==> src/inc/io_line_pkg.sv <==
// Constants, selector codes and command selects for the I/O line and PWM block.
package io_line_pkg;
    localparam int CLK_PERIOD_PS = 8000;
    localparam int PWM_PERIOD_NS = 64000;
    localparam int PWM_PERIOD_CYC = PWM_PERIOD_NS * 1000 / CLK_PERIOD_PS;
    localparam int HOLD_UNIT_MS = 100;
    localparam int HOLD_UNIT_CYC = HOLD_UNIT_MS * 1000000 / CLK_PERIOD_PS;
    localparam int BLINK_UNIT_MS = 10;
    localparam int BLINK_UNIT_CYC = BLINK_UNIT_MS * 1000000 / CLK_PERIOD_PS;
    localparam int BLINK_SLEEP_COORD_MS = 500;
    localparam int BLINK_OTHER_MS = 250;
    localparam logic [7:0] BLINK_SLEEP_COORD_UNITS = 8'(BLINK_SLEEP_COORD_MS / BLINK_UNIT_MS);
    localparam logic [7:0] BLINK_OTHER_UNITS = 8'(BLINK_OTHER_MS / BLINK_UNIT_MS);
    localparam logic [7:0] BLINK_MIN = 8'h14;
    localparam logic [9:0] PWM_STEPS = 10'h3ff;
    localparam logic [7:0] HOLD_FOREVER = 8'hff;
    // Command selects on the command port.
    localparam logic [3:0] SEL_LINE11_FUNC = 4'h0;
    localparam logic [3:0] SEL_LINE12_FUNC = 4'h1;
    localparam logic [3:0] SEL_PULL_EN = 4'h2;
    localparam logic [3:0] SEL_PULL_DIR = 4'h3;
    localparam logic [3:0] SEL_PWM_A_DUTY = 4'h4;
    localparam logic [3:0] SEL_PWM_B_DUTY = 4'h5;
    localparam logic [3:0] SEL_HOLD = 4'h6;
    localparam logic [3:0] SEL_BLINK = 4'h7;
    localparam logic [3:0] SEL_APPLY = 4'h8;
    localparam logic [3:0] SEL_SAMPLE = 4'h9;
    // Reset values.
    localparam logic [2:0] FUNC_RESET = 3'h0;
    localparam logic [19:0] PULL_RESET = 20'h0ffff;
    localparam logic [9:0] DUTY_RESET = 10'h000;
    localparam logic [7:0] HOLD_RESET = 8'h28;
    localparam logic [7:0] BLINK_RESET = 8'h00;
    // Line function selector codes.
    localparam logic [2:0] FN_DISABLED = 3'h0;
    localparam logic [2:0] FN_SPECIAL = 3'h1;
    localparam logic [2:0] FN_PWM = 3'h2;
    localparam logic [2:0] FN_INPUT = 3'h3;
    localparam logic [2:0] FN_OUT_LOW = 3'h4;
    localparam logic [2:0] FN_OUT_HIGH = 3'h5;
    localparam logic [63:0] LP_ANY = 64'h0000_0000_0000_ffff;
    localparam logic [63:0] LP_OFF = 64'hffff_ffff_ffff_ffff;
    localparam logic [1:0] AO_STANDARD = 2'h2;
    localparam logic [1:0] AP_FRAMED = 2'h1;
endpackage : io_line_pkg

==> src/core/io_line_pwm_config.sv <==
// I/O line function select, pull masks, two PWM outputs, signal-strength hold, LED blink and sampling.
module io_line_pwm_config import io_line_pkg::*; #(
    parameter bit THROUGH_HOLE = 1'b0,
    parameter int PWM_PERIOD_CYCLES = PWM_PERIOD_CYC,
    parameter int HOLD_UNIT_CYCLES = HOLD_UNIT_CYC,
    parameter int BLINK_UNIT_CYCLES = BLINK_UNIT_CYC
) (
    input wire logic core_clk,
    input wire logic rst,
    input wire logic cmd_valid,
    input wire logic cmd_write,
    input wire logic [3:0] cmd_sel,
    input wire logic [19:0] cmd_wdata,
    input wire logic cmd_remote,
    output logic resp_valid,
    output logic resp_ok,
    output logic [19:0] resp_rdata,
    input wire logic [2:0] line10_function_select,
    input wire logic [1:0] output_option_select,
    input wire logic [1:0] framed_interface_mode,
    input wire logic [63:0] line_passing_source_address,
    input wire logic [63:0] dest_addr,
    input wire logic [19:0] other_line_passive,
    input wire logic [14:0] other_line_configured,
    input wire logic [3:0] analog_enabled,
    input wire logic [14:0] other_dio_level,
    input wire logic lp_valid,
    input wire logic [63:0] lp_src_addr,
    input wire logic lp_ch0_present,
    input wire logic [9:0] lp_ch0_value,
    input wire logic lp_ch1_present,
    input wire logic [9:0] lp_ch1_value,
    input wire logic rx_packet,
    input wire logic [9:0] rx_strength_duty,
    input wire logic assoc_indicator_enable,
    input wire logic network_joined,
    input wire logic sleep_coordinator,
    input wire logic spi_data_out,
    input wire logic first_pwm_output_in,
    input wire logic line_eleven_in,
    input wire logic line_twelve_in,
    output logic first_pwm_output_out,
    output logic first_pwm_output_oe,
    output logic line_eleven_out,
    output logic line_eleven_oe,
    output logic line_twelve_out,
    output logic line_twelve_oe,
    output logic [19:0] pull_enable,
    output logic [19:0] pull_up,
    output logic assoc_led,
    output logic sample_valid,
    output logic sample_to_serial,
    output logic sample_to_requester,
    output logic sample_extended,
    output logic sample_framed,
    output logic [63:0] sample_dest_addr,
    output logic [14:0] sample_dio_mask,
    output logic [3:0] sample_aio_mask,
    output logic [14:0] sample_dio_data
);
    localparam int MASK_W = THROUGH_HOLE ? 16 : 20;
    localparam logic [19:0] MASK_KEEP = 20'((64'h1 << MASK_W) - 64'h1);

    // Mask bit that controls a given line number.
    function automatic logic [4:0] line_to_bit(input int line);
        case (line)
            4: line_to_bit = 5'd0;
            3: line_to_bit = 5'd1;
            2: line_to_bit = 5'd2;
            1: line_to_bit = 5'd3;
            0: line_to_bit = 5'd4;
            6: line_to_bit = 5'd5;
            8: line_to_bit = 5'd6;
            14: line_to_bit = 5'd7;
            5: line_to_bit = 5'd8;
            9: line_to_bit = 5'd9;
            12: line_to_bit = 5'd10;
            10: line_to_bit = 5'd11;
            11: line_to_bit = 5'd12;
            7: line_to_bit = 5'd13;
            13: line_to_bit = 5'd14;
            default: line_to_bit = 5'(line);
        endcase
    endfunction : line_to_bit

    function automatic logic fn_passive(input logic [2:0] fn);
        fn_passive = (fn == FN_DISABLED) || (fn == FN_INPUT);
    endfunction : fn_passive

    function automatic logic fn_configured(input logic [2:0] fn);
        fn_configured = (fn >= FN_PWM) && (fn <= FN_OUT_HIGH);
    endfunction : fn_configured

    // Pending copies are what the host writes; active copies steer the pins.
    logic [2:0] p11_r, p12_r, a11_r, a12_r;
    logic [19:0] pen_r, pdir_r, apen_r, apdir_r;
    logic [9:0] pduty_a_r, pduty_b_r, duty_a_r, duty_b_r;
    logic [7:0] phold_r, hold_r, pblink_r, blink_r;
    logic resp_valid_r, resp_ok_r;
    logic [19:0] resp_rdata_r;

    // Pin inputs pass two flip-flops before anything reads them.
    logic [2:0] pin_meta_r, pin_sync_r;

    wire wr = cmd_valid && cmd_write;
    wire rd = cmd_valid && !cmd_write;
    wire apply = cmd_valid && (cmd_sel == SEL_APPLY);
    wire sample_cmd = cmd_valid && (cmd_sel == SEL_SAMPLE);
    wire [2:0] wfn = cmd_wdata[2:0];
    wire fn_legal = (cmd_wdata[19:3] == 17'h0) && (wfn <= FN_OUT_HIGH);
    wire p11_ok = fn_legal && (wfn != FN_SPECIAL);
    wire p12_ok = fn_legal && (wfn != FN_PWM) && (THROUGH_HOLE || (wfn != FN_SPECIAL));
    wire duty_ok = cmd_wdata[19:10] == 10'h0;
    wire hold_ok = cmd_wdata[19:8] == 12'h0;
    wire blink_ok = hold_ok && ((cmd_wdata[7:0] == 8'h0) || (cmd_wdata[7:0] >= BLINK_MIN));
    wire [19:0] mask_w = cmd_wdata & MASK_KEEP;

    // Line-passing acceptance: all-ones disables, 0xffff takes any source.
    wire lp_enabled = line_passing_source_address != LP_OFF;
    wire lp_match = lp_valid && lp_enabled &&
        ((line_passing_source_address == LP_ANY) || (lp_src_addr == line_passing_source_address));
    wire lp_a = lp_match && lp_ch0_present && (line10_function_select == FN_PWM);
    wire lp_b = lp_match && lp_ch1_present && (a11_r == FN_PWM);

    wire any_configured = fn_configured(line10_function_select) || fn_configured(a11_r) ||
        fn_configured(a12_r) || (other_line_configured != 15'h0) || (analog_enabled != 4'h0);
    wire sample_ok = any_configured;

    logic [19:0] rdata_sel;
    logic wr_ok;
    always_comb begin
        rdata_sel = 20'h0;
        wr_ok = 1'b0;
        case (cmd_sel)
            SEL_LINE11_FUNC: begin
                rdata_sel = {17'h0, p11_r};
                wr_ok = p11_ok;
            end
            SEL_LINE12_FUNC: begin
                rdata_sel = {17'h0, p12_r};
                wr_ok = p12_ok;
            end
            SEL_PULL_EN: begin
                rdata_sel = pen_r;
                wr_ok = 1'b1;
            end
            SEL_PULL_DIR: begin
                rdata_sel = pdir_r;
                wr_ok = 1'b1;
            end
            SEL_PWM_A_DUTY: begin
                rdata_sel = {10'h0, pduty_a_r};
                wr_ok = duty_ok;
            end
            SEL_PWM_B_DUTY: begin
                rdata_sel = {10'h0, pduty_b_r};
                wr_ok = duty_ok;
            end
            SEL_HOLD: begin
                rdata_sel = {12'h0, phold_r};
                wr_ok = hold_ok;
            end
            SEL_BLINK: begin
                rdata_sel = {12'h0, pblink_r};
                wr_ok = blink_ok;
            end
            SEL_APPLY: wr_ok = 1'b1;
            SEL_SAMPLE: wr_ok = sample_ok;
            default: wr_ok = 1'b0;
        endcase
    end

    wire do_wr = wr && wr_ok;

    always_ff @(posedge core_clk) begin
        if (rst) begin
            p11_r <= FUNC_RESET;
            p12_r <= FUNC_RESET;
            pen_r <= PULL_RESET;
            pdir_r <= PULL_RESET;
            pduty_a_r <= DUTY_RESET;
            pduty_b_r <= DUTY_RESET;
            phold_r <= HOLD_RESET;
            pblink_r <= BLINK_RESET;
        end else if (do_wr) begin
            if (cmd_sel == SEL_LINE11_FUNC) p11_r <= wfn;
            if (cmd_sel == SEL_LINE12_FUNC) p12_r <= wfn;
            if (cmd_sel == SEL_PULL_EN) pen_r <= mask_w;
            if (cmd_sel == SEL_PULL_DIR) pdir_r <= mask_w;
            if (cmd_sel == SEL_PWM_A_DUTY) pduty_a_r <= cmd_wdata[9:0];
            if (cmd_sel == SEL_PWM_B_DUTY) pduty_b_r <= cmd_wdata[9:0];
            if (cmd_sel == SEL_HOLD) phold_r <= cmd_wdata[7:0];
            if (cmd_sel == SEL_BLINK) pblink_r <= cmd_wdata[7:0];
        end
    end

    // Passed samples win over an apply landing in the same cycle, so a fresh value is never lost.
    always_ff @(posedge core_clk) begin
        if (rst) begin
            a11_r <= FUNC_RESET;
            a12_r <= FUNC_RESET;
            apen_r <= PULL_RESET;
            apdir_r <= PULL_RESET;
            duty_a_r <= DUTY_RESET;
            duty_b_r <= DUTY_RESET;
            hold_r <= HOLD_RESET;
            blink_r <= BLINK_RESET;
        end else begin
            if (apply) begin
                a11_r <= p11_r;
                a12_r <= p12_r;
                apen_r <= pen_r;
                apdir_r <= pdir_r;
                duty_a_r <= pduty_a_r;
                duty_b_r <= pduty_b_r;
                hold_r <= phold_r;
                blink_r <= pblink_r;
            end
            if (lp_a) duty_a_r <= lp_ch0_value;
            if (lp_b) duty_b_r <= lp_ch1_value;
        end
    end

    always_ff @(posedge core_clk) begin
        if (rst) begin
            resp_valid_r <= 1'b0;
            resp_ok_r <= 1'b0;
            resp_rdata_r <= 20'h0;
        end else begin
            resp_valid_r <= cmd_valid;
            resp_ok_r <= cmd_valid && ((rd && !sample_cmd) || wr_ok);
            resp_rdata_r <= rd ? rdata_sel : 20'h0;
        end
    end

    assign resp_valid = resp_valid_r;
    assign resp_ok = resp_ok_r;
    assign resp_rdata = resp_rdata_r;

    always_ff @(posedge core_clk) begin
        if (rst) begin
            pin_meta_r <= 3'h0;
            pin_sync_r <= 3'h0;
        end else begin
            pin_meta_r <= {line_twelve_in, line_eleven_in, first_pwm_output_in};
            pin_sync_r <= pin_meta_r;
        end
    end

    // Pull outputs per line number; line 10 uses the line10_function_select input, lines 11 and 12 this block's own selectors.
    logic [19:0] passive;
    always_comb begin
        passive = other_line_passive;
        passive[10] = fn_passive(line10_function_select);
        passive[11] = fn_passive(a11_r);
        passive[12] = fn_passive(a12_r);
    end

    genvar gl;
    generate
        for (gl = 0; gl < 20; gl++) begin : g_pull
            localparam logic [4:0] B = line_to_bit(gl);
            assign pull_enable[gl] = passive[gl] && apen_r[B];
            assign pull_up[gl] = passive[gl] && apen_r[B] && apdir_r[B];
        end
    endgenerate

    // PWM period position; high while position * 1023 / period is below the duty.
    logic [15:0] pwm_cnt_r;
    always_ff @(posedge core_clk) begin
        if (rst) pwm_cnt_r <= 16'h0;
        else if (pwm_cnt_r == 16'(PWM_PERIOD_CYCLES - 1)) pwm_cnt_r <= 16'h0;
        else pwm_cnt_r <= pwm_cnt_r + 16'h1;
    end

    function automatic logic pwm_level(input logic [15:0] pos, input logic [9:0] duty);
        pwm_level = (32'(pos) * 32'(PWM_STEPS)) < (32'(duty) * 32'(PWM_PERIOD_CYCLES));
    endfunction : pwm_level

    // Signal-strength duty and hold timer.
    logic [9:0] rssi_duty_r;
    logic [7:0] hold_cnt_r;
    logic rssi_on_r;
    logic [31:0] hold_tick_r;
    wire rssi_mode = line10_function_select == FN_SPECIAL;
    wire hold_tick = hold_tick_r == 32'(HOLD_UNIT_CYCLES - 1);
    always_ff @(posedge core_clk) begin
        if (rst) begin
            rssi_duty_r <= DUTY_RESET;
            hold_cnt_r <= 8'h0;
            rssi_on_r <= 1'b0;
            hold_tick_r <= 32'h0;
        end else if (rssi_mode && rx_packet) begin
            rssi_duty_r <= rx_strength_duty;
            hold_cnt_r <= hold_r;
            rssi_on_r <= hold_r != 8'h0;
            hold_tick_r <= 32'h0;
        end else if (!rssi_mode) begin
            rssi_on_r <= 1'b0;
            hold_tick_r <= 32'h0;
        end else if (rssi_on_r && (hold_cnt_r != HOLD_FOREVER)) begin
            hold_tick_r <= hold_tick ? 32'h0 : hold_tick_r + 32'h1;
            if (hold_tick) begin
                hold_cnt_r <= hold_cnt_r - 8'h1;
                if (hold_cnt_r == 8'h1) rssi_on_r <= 1'b0;
            end
        end
    end

    logic pwm_a_r, pwm_b_r;
    always_ff @(posedge core_clk) begin
        if (rst) begin
            pwm_a_r <= 1'b0;
            pwm_b_r <= 1'b0;
        end else begin
            pwm_a_r <= rssi_mode ? (rssi_on_r && pwm_level(pwm_cnt_r, rssi_duty_r)) :
                pwm_level(pwm_cnt_r, duty_a_r);
            pwm_b_r <= pwm_level(pwm_cnt_r, duty_b_r);
        end
    end

    assign first_pwm_output_oe = rssi_mode || (line10_function_select inside {FN_PWM, FN_OUT_LOW, FN_OUT_HIGH});
    assign first_pwm_output_out = (rssi_mode || line10_function_select == FN_PWM) ? pwm_a_r :
        (line10_function_select == FN_OUT_HIGH);
    assign line_eleven_oe = a11_r inside {FN_PWM, FN_OUT_LOW, FN_OUT_HIGH};
    assign line_eleven_out = (a11_r == FN_PWM) ? pwm_b_r : (a11_r == FN_OUT_HIGH);
    assign line_twelve_oe = (a12_r == FN_OUT_LOW) || (a12_r == FN_OUT_HIGH) ||
        (THROUGH_HOLE && (a12_r == FN_SPECIAL));
    assign line_twelve_out = (a12_r == FN_SPECIAL) ? spi_data_out : (a12_r == FN_OUT_HIGH);

    // Association blink: both half-periods equal the programmed count of 10 ms units; a count of zero gives 500 ms on a sleep coordinator, else 250 ms.
    logic [31:0] blink_tick_r;
    logic [7:0] blink_units_r;
    logic led_r;
    wire blink_run = assoc_indicator_enable && network_joined;
    wire blink_tick = blink_tick_r == 32'(BLINK_UNIT_CYCLES - 1);
    wire [7:0] half = (blink_r == 8'h0) ?
        (sleep_coordinator ? BLINK_SLEEP_COORD_UNITS : BLINK_OTHER_UNITS) : blink_r;
    always_ff @(posedge core_clk) begin
        if (rst || !blink_run) begin
            blink_tick_r <= 32'h0;
            blink_units_r <= 8'h0;
            led_r <= 1'b0;
        end else begin
            blink_tick_r <= blink_tick ? 32'h0 : blink_tick_r + 32'h1;
            if (blink_tick) begin
                if (blink_units_r + 8'h1 >= half) begin
                    blink_units_r <= 8'h0;
                    led_r <= !led_r;
                end else begin
                    blink_units_r <= blink_units_r + 8'h1;
                end
            end
        end
    end
    assign assoc_led = led_r;

    // Immediate sample capture; the report formatter downstream uses the masks and format flags.
    wire extended = output_option_select != AO_STANDARD;
    logic [14:0] dio_cfg, dio_now;
    always_comb begin
        dio_cfg = other_line_configured;
        dio_cfg[10] = fn_configured(line10_function_select);
        dio_cfg[11] = fn_configured(a11_r);
        dio_cfg[12] = fn_configured(a12_r);
        if (!extended) dio_cfg[14:9] = 6'h0;
        dio_now = other_dio_level;
        dio_now[12:10] = pin_sync_r;
    end

    logic smp_v_r, smp_ser_r, smp_req_r, smp_ext_r, smp_frm_r;
    logic [63:0] smp_dest_r;
    logic [14:0] smp_mask_r, smp_data_r;
    logic [3:0] smp_aio_r;
    always_ff @(posedge core_clk) begin
        if (rst) begin
            smp_v_r <= 1'b0;
            smp_ser_r <= 1'b0;
            smp_req_r <= 1'b0;
            smp_ext_r <= 1'b0;
            smp_frm_r <= 1'b0;
            smp_dest_r <= 64'h0;
            smp_mask_r <= 15'h0;
            smp_data_r <= 15'h0;
            smp_aio_r <= 4'h0;
        end else begin
            smp_v_r <= sample_cmd && sample_ok;
            if (sample_cmd && sample_ok) begin
                smp_ser_r <= !cmd_remote;
                smp_req_r <= cmd_remote;
                smp_ext_r <= extended;
                smp_frm_r <= framed_interface_mode == AP_FRAMED;
                smp_dest_r <= dest_addr;
                smp_mask_r <= dio_cfg;
                smp_data_r <= dio_now & dio_cfg;
                smp_aio_r <= analog_enabled;
            end
        end
    end

    assign sample_valid = smp_v_r;
    assign sample_to_serial = smp_ser_r;
    assign sample_to_requester = smp_req_r;
    assign sample_extended = smp_ext_r;
    assign sample_framed = smp_frm_r;
    assign sample_dest_addr = smp_dest_r;
    assign sample_dio_mask = smp_mask_r;
    assign sample_aio_mask = smp_aio_r;
    assign sample_dio_data = smp_data_r;
endmodule : io_line_pwm_config

==> config.mk <==
export PLATFORM = sky130hd
export DESIGN_NAME = io_line_pwm_config
export DESIGN_NICKNAME = d
export VERILOG_FILES = /design/src/inc/io_line_pkg.sv /design/src/core/io_line_pwm_config.sv
export SDC_FILE = /design/constraint.sdc
export NUM_CORES = 1
export LEC_CHECK = 0
export BUFFER_PORTS_ARGS = -buffer_cell sky130_fd_sc_hd__clkbuf_2
export CORE_MARGIN = 2
export CORE_UTILIZATION = 30
export CTS_BUF_LIST = sky130_fd_sc_hd__clkbuf_4
export DETAILED_ROUTE_END_ITERATION = 10
export MAX_ROUTING_LAYER = met4
export PLACE_DENSITY_LB_ADDON = 0.1
export REMOVE_ABC_BUFFERS = 1
export SLEW_MARGIN = 15
export SYNTH_ARGS = -nofsm -noshare
export SYNTH_HDL_FRONTEND = slang
export SYNTH_SLANG_ARGS = --single-unit
==> constraint.sdc <==
create_clock -name core_clk -period 8.5 [get_ports core_clk]
set_clock_uncertainty 0.1 [all_clocks]
set_input_delay 0.85 -clock core_clk [delete_from_list [all_inputs] [get_ports core_clk]]
set_output_delay 0.85 -clock core_clk [all_outputs]
set_load 0.02 [all_outputs]
==> run summary <==
fmax: 0.1317 GHz
Compound-Gate Fraction of Synth Area: 0.09402
largest family of logic cells by synthesized area: adder cells
CTS tree: done
Seq/Total Area, Yosys: 0.3036
Via-to-Cell Ratio: 4.647
Critical Path AT: 8280 ps
Die ar.: 0.09143 mm^2
Async SR Flop Fraction: 0
status: finished, final reports clean
worst slew margin relative to its limit: 0.3090
Num CTS Buffers: 116
Num Clock Sinks: 405
synthesized cell area: 0.02671 mm^2
Power Density: 136.3 mW/mm^2
Final setup viols: 0
Worst Hold Depth: 3
row count: 109
Initial Util: 0.3022
vias in the first global route: 23520
final RePlAce weighted congestion: 0.9100
layout cells sized above 1: 0.1940
slowest CP cell: fa_1
share of the synthesized area in the top cell type: 0.3036
Area Overhead vs Synth: 22.94%
final worst path period share: 0.8933
Reg2Reg Depth: 25
Crit. End Element: flop
Post-CTS Setup Repair Bufs: 0
root buffer cell: clkbuf_4
RSZ-0062 raised after global routing: no
die height: 302.4 um
DP HPWL: 65230 um
startpoint types: flop
gr usage total: 0.1922
Yosys reg bits: 405
Avg Cell Area, Syn: 8.757 um^2
Mapped Cells: 3050
pin count of the biggest net entering global routing: 86
Crit path top cell by count: fa_1
worst endpoint required time: 9190 ps
Crit Path Class: reg2reg
simple-gate share of the synthesized area: 0.2123
Max Transition Viols Final: 0
Post-Synth Adder-Cell Area: 0.2480
worst skew pair latency: 920 ps
max incr delay on CP: 630 ps
clk slew on worst S/H paths: 70 ps
drt pass-1 iters: 4
global-route wire length before repair: 134500 um
Least-Margin Pin Slew: 1034 ps
most frequent cells in the layout: clkbuf_2 (487), nand2_1 (472), dfxtp_1 (405)
final net count: 4396
met3 WL: 5608 um
Top FF cell, synth: dfxtp_1
top layer in use: met4
EDFF count, synth: 0
H-tree levels: 3
Max Cap Viol: 0
Cell variety after synth: 74
CTS resizes: 0
Leak: 15.40 nW
worst vdd ir: 0.1147 mV
die width: 302.4 um
clk buf depth: 3
WL met1: 39250 um
critical path peak fanout: 6
CORE AREA: 0.08837 mm^2
Setup TNS: 0 ps
Ys Warns: 0
drt initial violations: 990
post-DR wirelength/cell: 17.31 um
Area contributors post-synth: dfxtp_1 (30%), fa_1 (13%), ha_1 (12%), nand2_1 (6.6%), xor2_1 (4.1%)
IO buf count: 488
GR Overflow Total: 0
Ports: 495
hold-fix buffer count after cts: 103
commonest non-fill, non-tap cell in the layout: clkbuf_2
DR vias: 22850
drt total wl: 85120 um
Hold Slack: 91.39 ps
Hold Crit Class: in2reg
final core occ: 0.3715
post-synthesis mux area share: 0.01977
Synth area leader: dfxtp_1
DR DRC count: 0
min cycle time layout: 7593 ps
WL met2: 38430 um
antenna violations before repair: 14
final number of hold-violating endpoints: 0
Routed Antenna Nets: 0
Post-Synth XOR/XNOR Area: 0.06947
-- cells by family (layout without fill, tap and decap cells) --
| group | Yosys count | in the layout |
|---|---|---|
| buffers and inverters | 368 | 1056 |
| flip-flops | 405 | 405 |
| XOR/XNOR | 211 | 211 |
| other | 0 | 15 |
| AND/OR/NAND/NOR | 1197 | 1197 |
| AO/OA/AOI/OAI | 393 | 393 |
| multiplexers | 49 | 49 |
| adder cells (fa/ha/maj) | 427 | 427 |
-- layer usage --
layer,vias to the layer above,track usage
li1,11600,-
met1,10660,0.2485
met2,480,0.2947
met3,121,0.05401
met4,0,0.04985
met5,-,-
-- sequential cells by signal, summed over array words and instances (netlist names), 10 cells and up --
name and count:
apdir_r 20, apen_r 20, blink_tick_r 32, duty_a_r 10
duty_b_r 10, hold_tick_r 32, pdir_r 20, pduty_a_r 10
pduty_b_r 10, pen_r 20, pwm_cnt_r 16, resp_rdata 20
rssi_duty_r 10, sample_dest_addr 64, sample_dio_data 15, sample_dio_mask 15
-- area by class of cell --
type | instances | area (um^2)
Clock inverter | 31 | 176.4
Inverter | 241 | 904.6
Fill cell | 9352 | 55540
Clock buffer | 176 | 1321
Antenna cell | 15 | 37.54
Timing Repair Buffer | 608 | 3611
Sequential cell | 405 | 8108
Multi-Input combinational cell | 2277 | 17220
Tap cell | 1165 | 1458
-- synth_stat cells (4+ instances only) --
cell / number
o22ai_1: 10
buf_2: 8
a31o_2: 5
nor4b_1: 4
a31oi_1: 9
nand3b_1: 70
a221oi_1: 9
o21bai_1: 6
or2_2: 7
xor2_1: 126
or3_1: 14
a21o_1: 22
mux2i_1: 46
nand2b_1: 14
nand4_1: 47
ha_1: 253
dfxtp_1: 405
or4_1: 6
a311oi_1: 24
o21a_1: 5
inv_1: 241
a22oi_1: 15
a211o_1: 5
nand3_1: 115
nor2_1: 242
and4_1: 8
nor2b_1: 29
buf_4: 6
o211ai_1: 12
clkbuf_1: 112
and3_1: 40
a211oi_1: 14
o21ai_0: 24
nor4_1: 57
o2111ai_1: 4
fa_1: 171
a21oi_1: 198
nor3_1: 30
nand2_1: 472
and2_1: 30
xnor2_1: 84
-- metrics by stage --
step                      total power, mW  worst slack, ps  instance area (um^2)  cells
final                               4.476            906.5                 32840   4918
after global routing                4.750            460.2                 32840   4918
after CTS                           4.576            783.4                 32800   4903
after floorplan                     2.328             1556                 26200   2923
after detailed placement            2.600            906.9                 30270   4593
after global placement              2.605            939.2                 30270   4593
-- power breakdown --
part	internal, mW	switching [mW]	leakage [nW]
logic	0.289	0.366	11.2
clock network	0.975	0.904	0.899
registers	1.92	0.0238	3.27
total	3.18	1.29	15.4
-- final timing paths --
path	start	end	slack [ps]
worst max register to register	pwm_cnt_r[4]	pwm_a_r	910
worst min-delay path	other_dio_level[14]	sample_dio_data[14]	90
worst max-delay path	pwm_cnt_r[4]	pwm_a_r	910
worst min register to register	pin_meta_r[1]	pin_sync_r[1]	340
-- worst max-delay path: cells and delay by family, from the launching register on --
family / cells / cell delay (ps)
adders and majority gates: 8 / 3680
buffers and inverters: 4 / 310
DFF: 1 / 520
AOI/OAI and AO/OA: 8 / 1530
and+or+nand+nor: 5 / 1310
Power figures use the tool's default switching activity.
